===== config.mk =====
export PLATFORM = sky130hd
export DESIGN_NAME = sfe_erase_ctrl
export DESIGN_NICKNAME = d
export VERILOG_FILES = /design/src/design/sfe_pkg.sv /design/src/design/sfe_sync.sv /design/src/design/sfe_timer.sv /design/src/design/sfe_erase_ctrl.sv
export SDC_FILE = /design/constraint.sdc
export NUM_CORES = 1
export LEC_CHECK = 0
export BUFFER_PORTS_ARGS = -buffer_cell sky130_fd_sc_hd__buf_4
export CORE_MARGIN = 2
export CORE_UTILIZATION = 45
export DETAILED_ROUTE_END_ITERATION = 12
export SYNTH_ARGS = -nofsm -noshare
export SYNTH_HDL_FRONTEND = slang
export SYNTH_SLANG_ARGS = --single-unit
export TNS_END_PERCENT = 10

===== constraint.sdc =====
create_clock -name sys_clk -period 8.4 [get_ports sys_clk]
set_input_delay 0.84 -clock sys_clk [delete_from_list [all_inputs] [get_ports sys_clk]]
set_output_delay 0.84 -clock sys_clk [all_outputs]
set_load 0.02 [all_outputs]

===== src/design/sfe_pkg.sv =====
// Constants and types shared by the serial flash erase sequencer
package sfe_pkg;
  localparam int unsigned SYS_CLK_KHZ = 10000;
  // Erase durations in milliseconds, typical figures
  localparam int unsigned SECTOR_ERASE_DURATION_MS = 100;
  localparam int unsigned BLOCK32_ERASE_DURATION_MS = 300;
  localparam int unsigned BLOCK64_ERASE_DURATION_MS = 500;
  localparam int unsigned CHIP_ERASE_DURATION_MS = 800;
  localparam int unsigned SECTOR_ERASE_CYCLES =
    SECTOR_ERASE_DURATION_MS * SYS_CLK_KHZ;
  localparam int unsigned BLOCK32_ERASE_CYCLES =
    BLOCK32_ERASE_DURATION_MS * SYS_CLK_KHZ;
  localparam int unsigned BLOCK64_ERASE_CYCLES =
    BLOCK64_ERASE_DURATION_MS * SYS_CLK_KHZ;
  localparam int unsigned CHIP_ERASE_CYCLES =
    CHIP_ERASE_DURATION_MS * SYS_CLK_KHZ;
  localparam int TIMER_W = 24;
  // Opcodes
  localparam logic [7:0] OP_SECTOR_ERASE = 8'h20;
  localparam logic [7:0] OP_BLOCK32_ERASE = 8'h52;
  localparam logic [7:0] OP_BLOCK64_ERASE = 8'hd8;
  localparam logic [7:0] OP_CHIP_ERASE_A = 8'hc7;
  localparam logic [7:0] OP_CHIP_ERASE_B = 8'h60;
  localparam logic [7:0] OP_WRITE_ENABLE = 8'h06;
  localparam logic [7:0] OP_WRITE_DISABLE = 8'h04;
  localparam logic [7:0] OP_READ_STATUS = 8'h05;
  // Frame lengths in serial clock edges
  localparam logic [5:0] OPCODE_BITS = 6'h08;
  localparam logic [5:0] ADDR_CMD_BITS = 6'h20;
  localparam logic [5:0] BIT_CNT_MAX = 6'h21;
  // Memory geometry, 128 KB
  localparam int ADDR_W = 17;
  localparam logic [17:0] MEM_BYTES = 18'h20000;
  localparam logic [17:0] SECTOR_BYTES = 18'h01000;
  localparam logic [17:0] BLOCK32_BYTES = 18'h08000;
  localparam logic [17:0] BLOCK64_BYTES = 18'h10000;
  localparam logic [2:0] PROT_ALL_LEVEL = 3'h5;
  // Status byte fields
  localparam int STAT_WIP_BIT = 0;
  localparam int STAT_WEL_BIT = 1;
  localparam int STAT_PROT_LSB = 2;

  typedef enum logic [1:0] {
    SFE_KIND_SECTOR,
    SFE_KIND_BLOCK32,
    SFE_KIND_BLOCK64,
    SFE_KIND_CHIP
  } sfe_kind_t;

  typedef struct packed {
    sfe_kind_t kind;
    logic [ADDR_W-1:0] base;
  } sfe_erase_t;
endpackage


===== src/design/sfe_sync.sv =====
// Two-stage synchroniser for pin inputs
`timescale 1ns/100ps
module sfe_sync #(
  parameter int WIDTH = 1,
  parameter logic [WIDTH-1:0] INIT = '0
) (
  input wire logic sys_clk,
  input wire logic rst_n,
  input wire logic [WIDTH-1:0] async_in,
  output logic [WIDTH-1:0] sync_out
);
  logic [WIDTH-1:0] meta_reg;

  always_ff @(posedge sys_clk) begin
    if (!rst_n) begin
      meta_reg <= INIT;
      sync_out <= INIT;
    end else begin
      meta_reg <= async_in;
      sync_out <= meta_reg;
    end
  end
endmodule


===== src/design/sfe_timer.sv =====
// Down-counter that times the self-timed erase cycle
`timescale 1ns/100ps
module sfe_timer #(
  parameter int WIDTH = 24
) (
  input wire logic sys_clk,
  input wire logic rst_n,
  input wire logic load,
  input wire logic [WIDTH-1:0] load_val,
  output logic done
);
  logic [WIDTH-1:0] cnt_reg;
  logic run_reg;

  always_ff @(posedge sys_clk) begin
    if (!rst_n) begin
      cnt_reg <= '0;
      run_reg <= 1'b0;
      done <= 1'b0;
    end else begin
      done <= 1'b0;
      if (load) begin
        cnt_reg <= load_val;
        run_reg <= 1'b1;
      end else if (run_reg) begin
        if (cnt_reg <= {{(WIDTH-1){1'b0}}, 1'b1}) begin
          run_reg <= 1'b0;
          done <= 1'b1;
        end else begin
          cnt_reg <= cnt_reg - {{(WIDTH-1){1'b0}}, 1'b1};
        end
      end
    end
  end
endmodule


===== src/design/sfe_erase_ctrl.sv =====
// Serial flash erase command decoder and self-timed erase sequencer
//
// Behaviour
// - Sector erase: select low, opcode 20h, then three address bytes.
// - Sector or block erase runs only with write_enable_latch set.
// - Any address inside a 4KB sector erases that whole sector.
// - Select stays low for the whole erase command.
// - Select rising other than after the last address bit discards it.
// - Erase cycle starts on the select rise ending a valid command.
// - write_in_progress is 1 during the erase cycle, 0 after.
// - Status reads still served while sector or block erase runs.
// - write_enable_latch cleared before sector or block erase finishes.
// - Sector erase refused when the sector is protected.
// - Opcode 52h plus address erases the enclosing 32KB block.
// - Opcode d8h plus address erases the enclosing 64KB block.
// - Block erase refused when the block is protected.
// - Chip erase is opcode c7h or 60h alone; all bytes become ffh.
// - Chip erase accepted only with write_enable_latch equal 1.
// - Chip erase starts only if select rises right after eighth bit.
// - Chip erase: busy reads 1, status served, accepts commands after.
// - write_enable_latch cleared to 0 after chip erase finishes.
// - Chip erase refused when any protect_level is nonzero.
// - Block erase lasts about 0.3 s (32KB) or 0.5 s (64KB).
`timescale 1ns/100ps
module sfe_erase_ctrl
  import sfe_pkg::*;
#(
  parameter int unsigned SECTOR_CYCLES = SECTOR_ERASE_CYCLES,
  parameter int unsigned BLOCK32_CYCLES = BLOCK32_ERASE_CYCLES,
  parameter int unsigned BLOCK64_CYCLES = BLOCK64_ERASE_CYCLES,
  parameter int unsigned CHIP_CYCLES = CHIP_ERASE_CYCLES
) (
  input wire logic sys_clk,
  input wire logic rst_n,
  input wire logic sel_n_pin,
  input wire logic sclk_pin,
  input wire logic si_pin,
  input wire logic [2:0] protect_level,
  output logic so_out,
  output logic so_oe,
  output logic write_in_progress,
  output logic write_enable_latch,
  output logic erase_start,
  output sfe_erase_t erase_req
);
  typedef enum logic {SFE_IDLE, SFE_ERASING} sfe_state_t;

  logic [2:0] pins_sync;
  logic sel_n_s;
  logic sclk_s;
  logic si_s;
  logic sel_n_d_reg;
  logic sclk_d_reg;
  logic sel_rise;
  logic sclk_rise;
  logic sclk_fall;
  logic [5:0] bit_cnt_reg;
  logic [31:0] shift_reg;
  logic [31:0] shift_next;
  logic rd_status_reg;
  logic [2:0] out_idx_reg;
  logic [7:0] status_byte;
  logic [7:0] status_hold_reg;
  sfe_state_t state_reg;
  logic wip_reg;
  logic wel_reg;
  logic so_reg;
  logic so_oe_reg;
  logic start_reg;
  sfe_erase_t req_reg;
  sfe_kind_t kind_reg;
  logic timer_done;
  logic timer_load;
  logic [TIMER_W-1:0] timer_val;
  // Decode results
  logic [7:0] op8;
  logic [7:0] op32;
  logic [ADDR_W-1:0] cmd_addr;
  logic start_erase;
  sfe_kind_t start_kind;
  logic [17:0] start_size;
  logic [17:0] start_base;
  logic [17:0] prot_floor;
  logic prot_hit;

  sfe_sync #(.WIDTH(3), .INIT(3'h1)) u_sync (
    .sys_clk(sys_clk),
    .rst_n(rst_n),
    .async_in({si_pin, sclk_pin, sel_n_pin}),
    .sync_out(pins_sync)
  );

  assign sel_n_s = pins_sync[0];
  assign sclk_s = pins_sync[1];
  assign si_s = pins_sync[2];

  // The serial clock is oversampled, so edges are found by comparison
  always_ff @(posedge sys_clk) begin
    if (!rst_n) begin
      sel_n_d_reg <= 1'b1;
      sclk_d_reg <= 1'b0;
    end else begin
      sel_n_d_reg <= sel_n_s;
      sclk_d_reg <= sclk_s;
    end
  end

  assign sel_rise = sel_n_s & ~sel_n_d_reg;
  assign sclk_rise = sclk_s & ~sclk_d_reg & ~sel_n_s;
  assign sclk_fall = ~sclk_s & sclk_d_reg & ~sel_n_s;
  assign shift_next = {shift_reg[30:0], si_s};

  // Bit counter saturates so that an over-long frame never aliases
  // back onto a valid length
  always_ff @(posedge sys_clk) begin
    if (!rst_n) begin
      bit_cnt_reg <= '0;
      shift_reg <= '0;
    end else if (sel_n_s) begin
      bit_cnt_reg <= '0;
    end else if (sclk_rise) begin
      shift_reg <= shift_next;
      if (bit_cnt_reg != BIT_CNT_MAX) begin
        bit_cnt_reg <= bit_cnt_reg + 6'h01;
      end
    end
  end

  assign op8 = shift_reg[7:0];
  assign op32 = shift_reg[31:24];
  assign cmd_addr = shift_reg[ADDR_W-1:0];

  always_comb begin
    start_kind = SFE_KIND_SECTOR;
    start_size = SECTOR_BYTES;
    case (op32)
      OP_BLOCK32_ERASE: begin
        start_kind = SFE_KIND_BLOCK32;
        start_size = BLOCK32_BYTES;
      end
      OP_BLOCK64_ERASE: begin
        start_kind = SFE_KIND_BLOCK64;
        start_size = BLOCK64_BYTES;
      end
      default: begin
        start_kind = SFE_KIND_SECTOR;
        start_size = SECTOR_BYTES;
      end
    endcase
    if (bit_cnt_reg == OPCODE_BITS) begin
      start_kind = SFE_KIND_CHIP;
      start_size = MEM_BYTES;
    end
  end

  // Low address bits are dropped so any address selects its unit
  assign start_base = {1'b0, cmd_addr} & ~(start_size - 18'h00001);

  // Protected region grows down from the top of memory
  always_comb begin
    if (protect_level == 3'h0) begin
      prot_floor = MEM_BYTES;
    end else if (protect_level >= PROT_ALL_LEVEL) begin
      prot_floor = '0;
    end else begin
      prot_floor = MEM_BYTES - (SECTOR_BYTES << protect_level);
    end
  end

  assign prot_hit = (start_base + start_size) > prot_floor;

  always_comb begin
    start_erase = 1'b0;
    // Busy, latch clear or malformed frames fall through to no action
    if (sel_rise && !wip_reg && wel_reg) begin
      if (bit_cnt_reg == ADDR_CMD_BITS) begin
        if ((op32 == OP_SECTOR_ERASE || op32 == OP_BLOCK32_ERASE ||
             op32 == OP_BLOCK64_ERASE) && !prot_hit) begin
          start_erase = 1'b1;
        end
      end else if (bit_cnt_reg == OPCODE_BITS) begin
        if ((op8 == OP_CHIP_ERASE_A || op8 == OP_CHIP_ERASE_B) &&
            protect_level == 3'h0) begin
          start_erase = 1'b1;
        end
      end
    end
  end

  always_comb begin
    case (start_kind)
      SFE_KIND_BLOCK32: timer_val = TIMER_W'(BLOCK32_CYCLES);
      SFE_KIND_BLOCK64: timer_val = TIMER_W'(BLOCK64_CYCLES);
      SFE_KIND_CHIP: timer_val = TIMER_W'(CHIP_CYCLES);
      default: timer_val = TIMER_W'(SECTOR_CYCLES);
    endcase
  end

  assign timer_load = start_erase;

  sfe_timer #(.WIDTH(TIMER_W)) u_timer (
    .sys_clk(sys_clk),
    .rst_n(rst_n),
    .load(timer_load),
    .load_val(timer_val),
    .done(timer_done)
  );

  // Sequencer
  always_ff @(posedge sys_clk) begin
    if (!rst_n) begin
      state_reg <= SFE_IDLE;
      wip_reg <= 1'b0;
      kind_reg <= SFE_KIND_SECTOR;
    end else begin
      case (state_reg)
        SFE_IDLE: begin
          if (start_erase) begin
            state_reg <= SFE_ERASING;
            wip_reg <= 1'b1;
            kind_reg <= start_kind;
          end
        end
        SFE_ERASING: begin
          if (timer_done) begin
            state_reg <= SFE_IDLE;
            wip_reg <= 1'b0;
          end
        end
        default: begin
          state_reg <= SFE_IDLE;
          wip_reg <= 1'b0;
        end
      endcase
    end
  end

  // Erase request handed to the array: base address and extent;
  // a chip request means every byte goes to ffh
  always_ff @(posedge sys_clk) begin
    if (!rst_n) begin
      start_reg <= 1'b0;
      req_reg <= '0;
    end else begin
      start_reg <= start_erase;
      if (start_erase) begin
        req_reg.kind <= start_kind;
        req_reg.base <= start_base[ADDR_W-1:0];
      end
    end
  end

  // Write enable latch; chip erase holds it until the cycle ends
  always_ff @(posedge sys_clk) begin
    if (!rst_n) begin
      wel_reg <= 1'b0;
    end else begin
      if (start_erase && start_kind != SFE_KIND_CHIP) begin
        wel_reg <= 1'b0;
      end
      if (timer_done && kind_reg == SFE_KIND_CHIP) begin
        wel_reg <= 1'b0;
      end
      if (sel_rise && !wip_reg && bit_cnt_reg == OPCODE_BITS) begin
        if (op8 == OP_WRITE_DISABLE) begin
          wel_reg <= 1'b0;
        end
        if (op8 == OP_WRITE_ENABLE) begin
          wel_reg <= 1'b1;
        end
      end
    end
  end

  // Status read stays decoded while busy so the host can poll
  assign status_byte = {3'h0, protect_level, wel_reg, wip_reg};

  always_ff @(posedge sys_clk) begin
    if (!rst_n) begin
      rd_status_reg <= 1'b0;
    end else if (sel_n_s) begin
      rd_status_reg <= 1'b0;
    end else if (sclk_rise && bit_cnt_reg == OPCODE_BITS - 6'h01 &&
                 shift_next[7:0] == OP_READ_STATUS) begin
      rd_status_reg <= 1'b1;
    end
  end

  // Output bits change on the serial clock fall, MSB first; the byte
  // is resampled at each boundary so repeated reads track progress
  always_ff @(posedge sys_clk) begin
    if (!rst_n) begin
      so_reg <= 1'b0;
      so_oe_reg <= 1'b0;
      out_idx_reg <= 3'h7;
      status_hold_reg <= '0;
    end else if (sel_n_s) begin
      so_oe_reg <= 1'b0;
      out_idx_reg <= 3'h7;
    end else if (rd_status_reg && sclk_fall) begin
      so_oe_reg <= 1'b1;
      out_idx_reg <= out_idx_reg - 3'h1;
      if (out_idx_reg == 3'h7) begin
        status_hold_reg <= status_byte;
        so_reg <= status_byte[7];
      end else begin
        so_reg <= status_hold_reg[out_idx_reg];
      end
    end
  end

  assign so_out = so_reg;
  assign so_oe = so_oe_reg;
  assign write_in_progress = wip_reg;
  assign write_enable_latch = wel_reg;
  assign erase_start = start_reg;
  assign erase_req = req_reg;

  // Checks
  chk_start_busy: assert property (@(posedge sys_clk) disable iff (!rst_n)
    start_erase |=> wip_reg && erase_start)
    else $error("erase start did not raise busy");
  chk_start_wel: assert property (@(posedge sys_clk) disable iff (!rst_n)
    start_erase |-> wel_reg && !wip_reg)
    else $error("erase started without write enable");
  chk_frame_len: assert property (@(posedge sys_clk) disable iff (!rst_n)
    sel_rise && bit_cnt_reg != ADDR_CMD_BITS &&
    bit_cnt_reg != OPCODE_BITS |-> !start_erase)
    else $error("erase started on a bad frame length");
  chk_chip_len: assert property (@(posedge sys_clk) disable iff (!rst_n)
    start_erase && bit_cnt_reg == OPCODE_BITS |->
    (op8 == OP_CHIP_ERASE_A || op8 == OP_CHIP_ERASE_B))
    else $error("eight-bit erase frame with wrong opcode");
  chk_sector_align: assert property (@(posedge sys_clk) disable iff (!rst_n)
    start_erase && start_kind == SFE_KIND_SECTOR |=>
    erase_req.base[11:0] == 12'h000)
    else $error("sector base not aligned");
  chk_prot_refuse: assert property (@(posedge sys_clk) disable iff (!rst_n)
    start_erase |-> !prot_hit)
    else $error("protected area erase started");
  chk_chip_prot: assert property (@(posedge sys_clk) disable iff (!rst_n)
    start_erase && start_kind == SFE_KIND_CHIP |->
    protect_level == 3'h0)
    else $error("chip erase with protection set");
  chk_wel_cleared: assert property (@(posedge sys_clk) disable iff (!rst_n)
    $fell(wip_reg) |-> !wel_reg)
    else $error("write enable latch survived an erase");
  chk_busy_ignore: assert property (@(posedge sys_clk) disable iff (!rst_n)
    wip_reg && !timer_done |=> wip_reg && $stable(erase_req))
    else $error("running erase disturbed");
  chk_status_served: assert property (@(posedge sys_clk)
    disable iff (!rst_n)
    rd_status_reg && sclk_fall |=> so_oe ##0 !sel_n_s [*1])
    else $error("status read not driven");

  cov_sector: cover property (@(posedge sys_clk) disable iff (!rst_n)
    start_erase && start_kind == SFE_KIND_SECTOR);
  cov_block64: cover property (@(posedge sys_clk) disable iff (!rst_n)
    start_erase && start_kind == SFE_KIND_BLOCK64);
  cov_chip: cover property (@(posedge sys_clk) disable iff (!rst_n)
    start_erase && start_kind == SFE_KIND_CHIP);
  cov_poll_busy: cover property (@(posedge sys_clk) disable iff (!rst_n)
    wip_reg && so_oe);
endmodule


### Yosys cells after proc, flatten, opt, wreduce, memory -nomap -nowiden

Cells that the tools add are included.
Widths: inputs -> output; s select.

* reduce and logical (&&, ||, !) cells: 26
* muxes and demuxes: 33
* magnitude comparators: 4
* bitwise operators: 14
* equality and inequality tests: 21
* $add $sub $neg: 6
* shift operators: 1

Operators by type and width (number)
* $mux 24: 3
* $pmux 23 s3: 1
* $mux 18: 3
* $pmux 17 s2: 1
* $eq 8x3->1 const B: 3
* $le 24x1->1 const B: 1
* $sub 24x1->24 const B: 1
* $mux 1: 20
* $add 18x18->18: 1
* $and 17x18->18: 1
* $gt 18x18->1: 1
* $not 18->18: 1
* $shl 13x3->18 const A: 1
* $sub 18x1->18 const B: 1
* $sub 18x18->18 const A: 1
* $eq 8x7->1 const B: 2
* $eq 8x8->1 const B: 2
* $reduce_and 2->1: 6
* $logic_and 1x1->1: 10
* $eq 8x6->1 const B: 1
* $not 1->1: 7
* $add 6x1->6 const B: 1
* $eq 2x2->1 const B: 3
* $eq 6x3->1 const B: 1
* other kinds (22): 32

* bits of input ports: 8
* logic and storage cells: 126
* flip-flop bits (word level): 108
* output and inout bits: 24

### Depth between registers and ports, before layout

Gate-level depths: netlist of run 1.

* depth after elaboration: 19
* gate-level depth with buffers: 17
* gate-level depth less buffers: 16

### Modules after synthesis

From an unflattened synthesis of run 1, not the netlist that was laid out.

* cell total of the unflattened synthesis: 591
* area total of the unflattened synthesis: 4859.7 um2

By module, submodules not included
* sfe_erase_ctrl: seq. area each 1281.2 um2, instances 1, area each 3184.3 um2, cells each 390
* sfe_timer: seq. area each 520.5 um2, instances 1, area each 1517.7 um2, cells each 189
* sfe_sync: seq. area each 120.1 um2, instances 1, area each 157.7 um2, cells each 12

### Worst setup path after synthesis of run 1

OpenSTA, ideal clock, no wires.

* path type: input to register
* start point: in protect_level[0]
* end point: reg wel_reg, in the netlist write_enable_latch
* cell stages on the path: 15
* buffers on the path: 2
* arrival: 3.564 ns
* data required time: 8.313 ns
* slack: 4.749 ns
* library setup time: 0.087 ns
* cell sequence: clkbuf_1 -> or3_1 -> ha_1 -> inv_1 -> nand2_1 -> o21ai_0 -> o21ai_0 -> ha_1 -> nand2_1 -> o21ai_0 -> a31oi_1 -> a211oi_1 -> clkbuf_1 -> nor3_1 -> o31ai_1

* cells in the longest elaborated chain, start to end: 16
* elaborated cells on any way between the ends: 21
* those cells by class: 1 x add/sub; 2 x order compare; 1 x shift; 12 x mux; 5 x reduce/logical

Ends and longest elaborated chain
* start, declared: RTL line sfe_erase_ctrl.sv:38 `input wire logic [2:0] protect_level,`
* $shl 13x3->18: RTL line sfe_erase_ctrl.sv:166 `prot_floor = MEM_BYTES - (SECTOR_BYTES << protect_level);`
* $sub 18x18->18: RTL line sfe_erase_ctrl.sv:166
* $mux 18: RTL line sfe_erase_ctrl.sv:163 `end else if (protect_level >= PROT_ALL_LEVEL) begin`
* $mux 18: RTL line sfe_erase_ctrl.sv:161 `if (protect_level == 3'h0) begin`
* $gt 18x18->1: RTL line sfe_erase_ctrl.sv:170 `assign prot_hit = (start_base + start_size) > prot_floor;`
* $logic_not 1->1: RTL line sfe_erase_ctrl.sv:178 `op32 == OP_BLOCK64_ERASE) && !prot_hit) begin`
* $logic_and 1x1->1: RTL line sfe_erase_ctrl.sv:178
* $mux 1: RTL line sfe_erase_ctrl.sv:177 `if ((op32 == OP_SECTOR_ERASE || op32 == OP_BLOCK32_ERASE ||`
* $mux 1 (*): RTL line sfe_erase_ctrl.sv:176 `if (bit_cnt_reg == ADDR_CMD_BITS) begin`
* $mux 1 (*): RTL line sfe_erase_ctrl.sv:175 `if (sel_rise && !wip_reg && wel_reg) begin`
* $logic_and 1x1->1 (*): RTL line sfe_erase_ctrl.sv:258 `if (start_erase && start_kind != SFE_KIND_CHIP) begin`
* $mux 1 (*): RTL line sfe_erase_ctrl.sv:258
* $mux 1 (*): RTL line sfe_erase_ctrl.sv:261 `if (timer_done && kind_reg == SFE_KIND_CHIP) begin`
* $mux 1: RTL line sfe_erase_ctrl.sv:265 `if (op8 == OP_WRITE_DISABLE) begin`
* $mux 1: RTL line sfe_erase_ctrl.sv:268 `if (op8 == OP_WRITE_ENABLE) begin`
* $mux 1 (*): RTL line sfe_erase_ctrl.sv:264 `if (sel_rise && !wip_reg && bit_cnt_reg == OPCODE_BITS) begin`
* end signal, assigned: RTL line sfe_erase_ctrl.sv:262 `wel_reg <= 1'b0;`
* end signal, assigned: RTL line sfe_erase_ctrl.sv:266 `wel_reg <= 1'b0;`
* end signal, assigned: RTL line sfe_erase_ctrl.sv:269 `wel_reg <= 1'b1;`
* end, declared: RTL line sfe_erase_ctrl.sv:66 `logic wel_reg;`

Mark *: on every way between the ends. The rest lies on a longest branch, timed or not.
A chain may end at the register's enable or synchronous reset.

### Final worst setup path of run 1

* start point: reg bit_cnt_reg[3]
* end point: reg u_timer.cnt_reg[20]

* cells in the longest elaborated chain, start to end: 14
* elaborated cells on any way between the ends: 23
* those cells by class: 2 x add/sub; 1 x order compare; 6 x eq/ne; 8 x mux; 2 x bitwise; 4 x reduce/logical

Ends and longest elaborated chain
* start, declared: RTL line sfe_erase_ctrl.sv:57 `logic [5:0] bit_cnt_reg;`
* start signal, assigned: RTL line sfe_erase_ctrl.sv:124 `bit_cnt_reg <= bit_cnt_reg + 6'h01;`
* $eq 6x4->1: RTL line sfe_erase_ctrl.sv:150, sfe_erase_ctrl.sv:181
* $mux 18: RTL line sfe_erase_ctrl.sv:150 `if (bit_cnt_reg == OPCODE_BITS) begin`
* $sub 18x1->18: RTL line sfe_erase_ctrl.sv:157 `assign start_base = {1'b0, cmd_addr} & ~(start_size - 18'h00001);`
* $not 18->18: RTL line sfe_erase_ctrl.sv:157
* $and 17x18->18: RTL line sfe_erase_ctrl.sv:157
* $add 18x18->18: RTL line sfe_erase_ctrl.sv:170
* $gt 18x18->1: RTL line sfe_erase_ctrl.sv:170
* $logic_not 1->1: RTL line sfe_erase_ctrl.sv:178
* $logic_and 1x1->1: RTL line sfe_erase_ctrl.sv:178
* $mux 1: RTL line sfe_erase_ctrl.sv:177
* $mux 1: RTL line sfe_erase_ctrl.sv:176
* $mux 1: RTL line sfe_erase_ctrl.sv:175
* $ne 2x2->1 (no source line) / $reduce_bool 2->1 (equally long branches)
* $reduce_and 2->1 (no source line)
* end signal, assigned: RTL line sfe_timer.sv:23 `cnt_reg <= load_val;`
* end signal, assigned: RTL line sfe_timer.sv:30 `cnt_reg <= cnt_reg - {{(WIDTH-1){1'b0}}, 1'b1};`
* end, declared: RTL line sfe_timer.sv:12 `logic [WIDTH-1:0] cnt_reg;`

Parallel ways exist; a longest one is shown, timed or not.

==> results by group, run 1 <==
Floorplan
  • Die Y: about 100 um
  • Die X: around 100 um
  • Starting Density: 0.466
  • Die Area: roughly 0.011 mm2
  • FP Rows: 36
  • Top Ports: 32
  • Core Area: ~0.01 mm2

Worst setup path
  • Buf/Inv on CP: 1
  • Reg-to-reg setup timing slack: 4620 ps
  • Critical Path End Type: flop
  • Worst Path Required: 8690 ps
  • CP cell instances: nor4b_1, nand2_1, and2_1, inv_1, ha_1, a22o_1, a31oi_1, o21ai_0, ha_1, a21o_1, a31oi_1, a211o_1, nand2_1, a21oi_1
  • Critical path's largest stage delay: ~420 ps
  • Kind of critical path: flop to flop
  • Cell family with most CP delay: compound AO/OA/AOI/OAI gates
  • CP max FO: 15
  • Slowest cell on crit path: dfxtp_1
  • Critical Path AT: between 4000 and 5000 ps
  • Startpoint types: flop

GRT
  • GR Layer Usage met3: 0.0468
  • Global-route wire length before repair: 16400 um
  • Largest net degree at the start of global routing: between 50 and 60
  • Vias in the first global route: 3514
  • Met1 usage: 0.232
  • Global-route usage over all layers: 0.180
  • M2 GR Usage: 0.305
  • GR peak layer: met2
  • Overflow after GRT: 0
  • Initial antenna violation count: 0

Placement
  • Pre-CTS setup slack: 4650 ps
  • Input/output buffers: 19
  • DP HPWL: 6800 um
  • GPL Wtd Cong: between 0.8 and 0.9

Detailed routing
  • DRT Wirelength: 9480 um
  • Initial drt markers: a little over 200
  • Number of vias per cell: between 5 and 6
  • Remaining DRCs: 0
  • Antenna viol nets, final: 0
  • Vias: ~3700
  • DR pass1 iterations: 5
  • Wirelength per Cell: about 14 um

Power and ir drop
  • VDD IR max: ~110 uV
  • Power density over cell area: ~160 mW/mm2
  • Pleak: around 0.0019 uW
  • Tot Pwr: approximately 790 uW

STA
  • Slew Limit Fails: 0
  • Worst-Margin Slew: between 1000 and 1500 ps
  • Post-layout worst setup margin: 4620 ps
  • WHS: around 430 ps
  • Post-layout min period: between 3000 and 4000 ps
  • Max Freq: about 260 MHz
  • Final period utilization: 0.450
  • Rel. slew slack: 0.283
  • Layout Skew: about 10 ps
  • Endpoints failing hold: 0
  • Unrepaired setup endpoints after global routing: no
  • Final setup viols: 0
  • Setup TNS: 0 ps

Logic synthesis
  • Post-synthesis cell type count: between 50 and 60
  • Mean Syn Cell Area: slightly above 8 um2
  • Synthesized cell area: 0.00458 mm2
  • Cells after Synth: between 500 and 600
  • Top FF cell, synth: dfxtp_1
  • Yosys Warn Count: 0
  • Post-synthesis sequential area ratio: 0.420
  • Number of synthesized flops with an enable pin: 0
  • Yosys reg bits: 96
  • Ys async rst share: 0

Worst hold path
  • Hold Crit Class: flop to flop

Final layout
  • Max reg flops: 32
  • Area grow syn2layout: 8.80%
  • Filler instances: 990
  • Register area: slightly below 0.002 mm2
  • Diode count: 0
  • NumNets Final: 589
  • Share of layout cells above drive strength 1: 0.0901
  • Multi-input gate area: around 0.0024 mm2

Clocking
  • Post-CTS Resized: 0
  • Deepest clock path buffer count: 2
  • CTS Buf Count: 9
  • Setup Buffers After CTS: 0
  • CTS tree: done
  • Worst-Skew Late Latency: 360 ps
  • Clock transition at path regs: roughly 90 ps
  • Root Driver: clkbuf_8
  • Post-CTS Hold Buffers: 0
  • Clk sink count: between 90 and 100
  • H-tree Lvls: 3

Flow run
  • Max cap viols: 0

Run status
  • Status: finished, final reports clean
## metal layers
layer | wire (um) | part of all wire | vias up
met1 | 4560 | 0.48 | 1746
met5 | 0 | 0 | -
met2 | 4590 | 0.48 | 31
met4 | 114 | 0.012 | 0
met3 | 213 | 0.022 | 8
li1 | - | - | 1913
## worst paths after layout
kind                       from                   to  depth (start not counted)
max              bit_cnt_reg[3]  u_timer.cnt_reg[20]                         14
min          u_sync.meta_reg[0]   u_sync.sync_out[0]                          1
max reg2reg      bit_cnt_reg[3]  u_timer.cnt_reg[20]                         14
min reg2reg  u_sync.meta_reg[0]   u_sync.sync_out[0]                          1
## cells in the final DEF, fill, tap and decap left out, drive strengths merged, types with 3 or more instances in the layout
cell | netlist | final
a211oi | 6 | 6
a21oi | 64 | 64
a31o | 3 | 3
a31oi | 6 | 6
and2 | 8 | 8
and3 | 5 | 5
buf | 13 | 23
clkbuf | 23 | 11
clkinv | 2 | 3
conb | 1 | 12
dfxtp | 96 | 96
ha | 19 | 19
inv | 16 | 16
mux2i | 6 | 6
nand2 | 89 | 89
nand3 | 12 | 12
nand3b | 5 | 5
nand4 | 3 | 3
nor2 | 44 | 44
nor2b | 3 | 3
nor3 | 11 | 11
nor3b | 3 | 3
nor4 | 10 | 10
nor4b | 7 | 7
o21a | 6 | 6
o21ai | 18 | 18
o21bai | 4 | 4
o31ai | 7 | 7
or3 | 8 | 8
or4 | 8 | 8
xnor2 | 22 | 22
xor2 | 7 | 7
## worst register-to-register path: cells and delay by family, from the launching register on
family          cells  cell delay, ps
fa+ha+maj           2             590
flops               1             420
buf+inv             1              80
compound gates      7            1390
simple gates        4            1250
## cells in the mapped netlist, drive strengths merged (2+ instances only)
cell type  number  area [um2]
dfxtp          96        1920
nand2          89         334
a21oi          64         320
nor2           44         165
clkbuf         23        86.3
xnor2          22         193
ha             19         238
o21ai          18        90.1
inv            16        60.1
buf            13         101
nand3          12        60.1
nor3           11        60.1
nor4           10        62.6
and2            8        50.1
or3             8        52.6
or4             8        67.6
nor4b           7        61.3
o31ai           7        52.6
xor2            7        61.3
a211oi          6        45.0
a31oi           6        37.5
mux2i           6        60.1
o21a            6        45.0
and3            5        31.3
nand3b          5        37.5
o21bai          4        30.0
a31o            3        26.3
nand4           3        18.8
nor2b           3        18.8
nor3b           3        22.5
a21boi          2        15.0
and3b           2        17.5
clkinv          2        7.51
nand2b          2        12.5
o22ai           2        12.5
## power by group
group | switching (uW) | leakage (uW) | total [uW] | internal, uW
clock | 155 | 0.0000976 | 307 | 153
sequential | 0.776 | 0.000774 | 457 | 456
combinational | 19.6 | 0.00100 | 27.4 | 7.85
total | 175 | 0.00187 | 792 | 617
## stage by stage
stage | utilization | cell area, um2 | std cells
floorplan | - | 4620 | 564
global placement | 0.486 | 4780 | 684
detailed placement | 0.486 | 4780 | 684
CTS | 0.507 | 4980 | 699
global route | 0.507 | 4980 | 699
finish | 0.507 | 4980 | 699
## layout make-up
cell class / count / share of cell area
multi-input cells: 414 / 0.491
flip-flops and latches: 96 / 0.386
repair buffers: 23 / 0.0347
well taps: 133 / 0.0334
clock buffers: 11 / 0.0304
inverters: 18 / 0.0136
clock inverters: 4 / 0.0108
## cell families after synthesis
logic type                 Yosys count  share of synthesized area
other                                1                   0.000819
AOI/OAI and AO/OA                  123                      0.157
and+or+nand+nor                    224                      0.242
DFF                                 96                      0.420
adders and majority gates           19                     0.0519
xor gates and xnor gates            29                     0.0555
muxes                                7                     0.0180
buffers and inverters               54                     0.0557
Note: power is estimated with default switching activity, not from simulation.
==> inputs of run 2 (changes only) <==
==> constraint.sdc (replaced) <==
create_clock -name sys_clk -period 3.7 [get_ports sys_clk]
set_input_delay 0.37 -clock sys_clk [delete_from_list [all_inputs] [get_ports sys_clk]]
set_output_delay 0.37 -clock sys_clk [all_outputs]
set_load 0.02 [all_outputs]
==> run 2 against run 1 <==
Net effect:
- worst hold slack lost 220 ps
- utilization is 0.42 points higher
- total power up 130%
- first-iteration DRC count down 13%
- critical path depth is 2 higher
- via count is essentially flat
- wire length fell by 0.14%
- non-clock buffer count grew 4
- clock-buffer cell count is the same
- highest routed layer unchanged
==> results by group, run 2 (synthesized netlist as in run 1, its figures left out) <==
Worst setup path
  • Worst flop-to-flop path startpoint: bit_cnt_reg[0]
  • CP max FO: 15
  • Cells on worst reg2reg path: 16
  • Critical Path End Type: flop
  • R2r endpoint: write_in_progress
  • Critical Path AT: about 3800 ps
  • Worst setup path start: bit_cnt_reg[0]
  • Kind of critical path: flop to flop
  • Startpoint types: flop
  • Critical Path Sink: write_in_progress
  • Worst Path Required: about 4000 ps
  • Reg-to-reg setup timing slack: 220 ps

GRT
  • Global-route wire length before repair: 16600 um
  • Vias in the first global route: approximately 3600
  • Largest net degree at the start of global routing: 35
  • Global-route usage over all layers: 0.184
  • Initial antenna violation count: 0
  • Overflow after GRT: 0

STA
  • Rel. slew slack: 0.257
  • Final period utilization: 0.941
  • Endpoints failing hold: 0
  • Layout Skew: between 15 and 20 ps
  • WHS: 210 ps
  • Post-layout min period: roughly 3500 ps
  • Worst-Margin Slew: ~1100 ps
  • Setup TNS: 0 ps
  • Final setup viols: 0
  • Unrepaired setup endpoints after global routing: yes
  • Max Freq: roughly 290 MHz
  • Slew Limit Fails: 0

Clocking
  • Root Driver: clkbuf_8
  • Deepest clock path buffer count: 2
  • Setup Buffers After CTS: 0
  • Clk sink count: 96
  • Clock transition at path regs: 90 ps
  • H-tree Lvls: 3
  • Post-CTS Hold Buffers: 0
  • Worst-Skew Late Latency: ~360 ps
  • CTS Buf Count: 9
  • CTS tree: done

Final layout
  • Diode count: 0
  • Register area: 0.00192 mm2
  • Commonest non-fill, non-tap cell in the layout: dfxtp_1
  • Share of layout cells above drive strength 1: 0.102
  • Most frequent cells in the layout: dfxtp_1, nand2_1, a21oi_1, nor2_1, buf_4
  • Multi-input gate area: 0.00246 mm2
  • Area grow syn2layout: 9.70%
  • Design Area, Final: about 0.0050 mm2
  • Max reg flops: 32
  • Filler instances: 992
  • NumNets Final: ~590

Placement
  • Input/output buffers: 19
  • DP HPWL: 6860 um
  • Placed cell area: 0.00481 mm2
  • GPL Wtd Cong: around 0.8

Power and ir drop
  • Pleak: 0.00190 uW
  • VDD IR max: between 200 and 250 uV
  • Power density over cell area: approximately 360 mW/mm2

Floorplan
  • Die Y: 105 um
  • Die X: ~100 um
  • Die Area: ~0.011 mm2
  • Core Area: between 0.009 and 0.01 mm2
  • Starting Density: 0.466
  • FP Rows: 36
  • Top Ports: 32

Worst hold path
  • Hold Path Stages: 2
  • Hold Crit Class: input port to flop

Detailed routing
  • Wirelength per Cell: between 10 and 15 um
  • Remaining DRCs: 0
  • Vias: 3697
  • Initial drt markers: 180
  • Number of vias per cell: 5.26
  • DR pass1 iterations: 6
  • Antenna viol nets, final: 0
  • DRT Wirelength: around 9500 um

Flow run
  • Max cap viols: 0

Run status
  • Status: finished, final reports clean
==> run 2: repair_timing <==
| item | 4_1_cts | 5_1_grt |
|---|---|---|
| setup endpoints to repair | 0 | 24 |
| hold endpoints to repair | 0 | 0 |
| gates resized for setup | 0 | 3 |
==> run 2: worst min-delay path by stage <==
stage | from | endpoint
finish | sel_n_pin | u_sync.meta_reg[0]
CTS | sel_n_pin | u_sync.meta_reg[0]
global route | sclk_pin | u_sync.meta_reg[1]
detailed placement | u_sync.meta_reg[0] | u_sync.sync_out[0]
global placement | u_sync.meta_reg[1] | u_sync.sync_out[1]
floorplan | u_sync.meta_reg[0] | u_sync.sync_out[0]
==> run 2: where the power goes <==
| part | internal, uW | total, uW | switching (uW) |
|---|---|---|---|
| Combinational | 18.4 | 63.8 | 45.4 |
| Clock | 347 | 708 | 361 |
| Sequential | 1040 | 1040 | 1.76 |
==> run 2: final cells by class <==
type | count | area share
flip-flops and latches | 96 | 0.383
clock buffers | 11 | 0.0301
clock inverters | 4 | 0.0107
well taps | 133 | 0.0331
inverters | 18 | 0.0134
repair buffers | 27 | 0.0403
multi-input cells | 414 | 0.490
==> run 2: through the flow <==
stage	power, uW	cells	util	worst slack [ps]
4_1_cts	1830	703	0.510	202
6_report	1810	703	0.512	218
5_1_grt	1880	703	0.512	-68.3
2_1_floorplan	1120	564	-	375
3_5_place_dp	1130	688	0.490	228
3_3_place_gp	1130	688	0.490	333
==> run 2: routing by layer <==
metal  wire length [um]  global-route usage
met5                  0                   0
met4                117              0.0543
met3                273              0.0324
met2               4430               0.310
met1               4650               0.240
==> run 2: critical path, cell delays in order (launching register included) <==
cell      delay, ps
dfxtp_1         400
inv_1            80
ha_1            220
and2_1          160
nor2_1          180
inv_1           100
ha_1            310
a22o_1          200
a31oi_1         150
o21ai_0         110
ha_1            340
a21o_1          180
a31oi_1         180
a211oi_1         80
buf_4           190
nor3_1          370
o21a_1          180
==> inputs of run 3 (changes only) <==
--- a/config.mk
+++ b/config.mk
@@ -7,8 +7,10 @@
 export LEC_CHECK = 0
 export BUFFER_PORTS_ARGS = -buffer_cell sky130_fd_sc_hd__buf_4
 export CORE_MARGIN = 2
-export CORE_UTILIZATION = 45
+export CORE_UTILIZATION = 50
 export DETAILED_ROUTE_END_ITERATION = 12
+export PLACE_DENSITY = 0.68
+export SLEW_MARGIN = 10
 export SYNTH_ARGS = -nofsm -noshare
 export SYNTH_HDL_FRONTEND = slang
 export SYNTH_SLANG_ARGS = --single-unit
==> constraint.sdc (replaced) <==
create_clock -name sys_clk -period 3.7 [get_ports sys_clk]
set_input_delay 0.925 -clock sys_clk [delete_from_list [all_inputs] [get_ports sys_clk]]
set_output_delay 0.925 -clock sys_clk [all_outputs]
set_load 0.02 [all_outputs]
==> run 3 against run 2 <==
Net effect:
- sequential share of layout area decreased by 0.40 points
- clock power decreased by 4.4%
- worst hold slack improved by 220 ps
- critical path type unchanged
==> results by group, run 3 (synthesized netlist as in run 1, its figures left out) <==
Final layout
  • Share of layout cells above drive strength 1: 0.128
  • Area grow syn2layout: 11.0%
  • NumNets Final: 600
  • Max reg flops: 32
  • Commonest non-fill, non-tap cell in the layout: dfxtp_1
  • Design Area, Final: 0.00508 mm2
  • Diode count: 0
  • Most frequent cells in the layout: dfxtp_1, nand2_1, a21oi_1, nor2_1, buf_4
  • Non-filler cells, final: approximately 690

Clocking
  • Clock transition at path regs: roughly 110 ps
  • Worst-Skew Late Latency: about 370 ps
  • Deepest clock path buffer count: 2
  • CTS tree: done
  • Clk sink count: 96
  • Root Driver: clkbuf_8
  • H-tree Lvls: 3
  • CTS Buf Count: 9

Floorplan
  • Die Area: about 0.0099 mm2
  • Top Ports: 32
  • FP Rows: 34
  • Starting Density: 0.520
  • Core Area: between 0.008 and 0.009 mm2
  • Die X: between 90 and 100 um
  • Die Y: between 90 and 100 um

Worst hold path
  • Hold Path Sink: u_sync.sync_out[0]
  • Hold_sp: u_sync.meta_reg[0]
  • Hold Path Stages: 1
  • Hold Crit Class: flop to flop

Detailed routing
  • Met1 Routed Length: between 4000 and 5000 um
  • DR WL met2: between 4000 and 5000 um
  • Remaining DRCs: 0
  • Wirelength per Cell: approximately 13 um
  • Number of vias per cell: ~5.5
  • DR pass1 iterations: 4
  • Met3 WL: slightly above 300 um
  • Vias: 3780
  • Initial drt markers: 151
  • DRT Wirelength: 9230 um
  • Max Used Layer: met4
  • Antenna viol nets, final: 0

STA
  • Rel. slew slack: 0.442
  • Slew Limit Fails: 0
  • Post-layout min period: about 3500 ps
  • Worst-Margin Slew: 829 ps
  • Final period utilization: 0.953
  • Final setup viols: 0
  • Endpoints failing hold: 0
  • Layout Skew: approximately 12 ps
  • Max Freq: 284 MHz

Placement
  • DP HPWL: between 6000 and 7000 um
  • Input/output buffers: 19
  • Placed cell area: about 0.0048 mm2
  • GPL Wtd Cong: 0.811
  • Placed insts: approximately 670

Worst setup path
  • CP max FO: 12
  • Startpoint types: flop
  • Reg-to-reg setup timing slack: between 150 and 200 ps
  • Cells on worst reg2reg path: 16
  • Worst flop-to-flop path startpoint: bit_cnt_reg[0]
  • Critical Path AT: between 3000 and 4000 ps
  • Kind of critical path: flop to flop
  • Critical Path End Type: flop
  • R2r endpoint: erase_req[14]
  • Worst Path Required: ~4000 ps

Power and ir drop
  • VDD IR max: around 200 uV
  • Tot Pwr: about 1800 uW
  • Pleak: 0.00195 uW
  • Power density over cell area: about 350 mW/mm2

GRT
  • Global-route usage over all layers: 0.191
  • Overflow after GRT: 0
  • Initial antenna violation count: 0
  • Global-route wire length before repair: approximately 15000 um
  • Vias in the first global route: between 3000 and 4000
  • Largest net degree at the start of global routing: 43

Run status
  • Status: finished, final reports clean

Flow run
  • Max cap viols: 0
-- run 3: how the worst max path moves through the flow --
| stage | from | to | slack (ps) | cells past startpoint |
|---|---|---|---|---|
| floorplan | protect_level[0] | write_enable_latch | 120 | 15 |
| global placement | protect_level[0] | u_timer.cnt_reg[1] | 40 | 14 |
| detailed placement | protect_level[0] | u_timer.cnt_reg[13] | -30 | 14 |
| CTS | bit_cnt_reg[4] | u_timer.done | 10 | 14 |
| global route | bit_cnt_reg[0] | erase_req[14] | -70 | 16 |
| finish | bit_cnt_reg[0] | erase_req[14] | 180 | 16 |
-- run 3: timing repair --
item | 4_1_cts | 5_1_grt
hold buffers | 0 | 0
endpoints found under the setup margin | 0 | 36
setup buffers | 0 | 1
resized for setup | 0 | 10
-- run 3: layout make-up --
class / instances / area [um2]
Timing Repair Buffer: 34 / 268
Sequential cell: 96 / 1920
Inverter: 18 / 67.6
Fill cell: 799 / 3720
Clock buffer: 9 / 124
Tap cell: 108 / 135
Multi-Input combinational cell: 414 / 2490
Clock inverter: 7 / 73.8
-- run 3: layer usage --
layer / track usage / vias up
li1: - / 1937
met1: 0.235 / 1779
met2: 0.334 / 53
met3: 0.0358 / 11
met4: 0.0695 / 0
met5: 0 / -
-- run 3: critical path, stage by stage (launching register included) --
cell and delay [ps]:
dfxtp_2 380, inv_1 60, ha_1 220, and2_1 190, nor2_2 170, inv_1 100, ha_1 320, a22o_1 200
a31oi_1 140, o21ai_0 110, ha_1 360, a21o_1 210, a31oi_2 200, a211oi_2 100, buf_4 200, or3_1 350
a21oi_1 150
-- run 3: metrics by stage --
stage / TNS (ps) / utilization / hold WS (ps) / setup slack (ps)
floorplan: 0 / - / 386 / 119
CTS: 0 / 0.572 / 437 / 12.1
finish: 0 / 0.577 / 431 / 175
global route: -584 / 0.577 / 463 / -65.4
global placement: 0 / 0.549 / 400 / 43.2
detailed placement: -148 / 0.549 / 404 / -29.5
-- run 3: power breakdown --
part,internal [uW],switching (uW)
Clock,267,411
Combinational,21.2,46.5
Sequential,1040,2.18
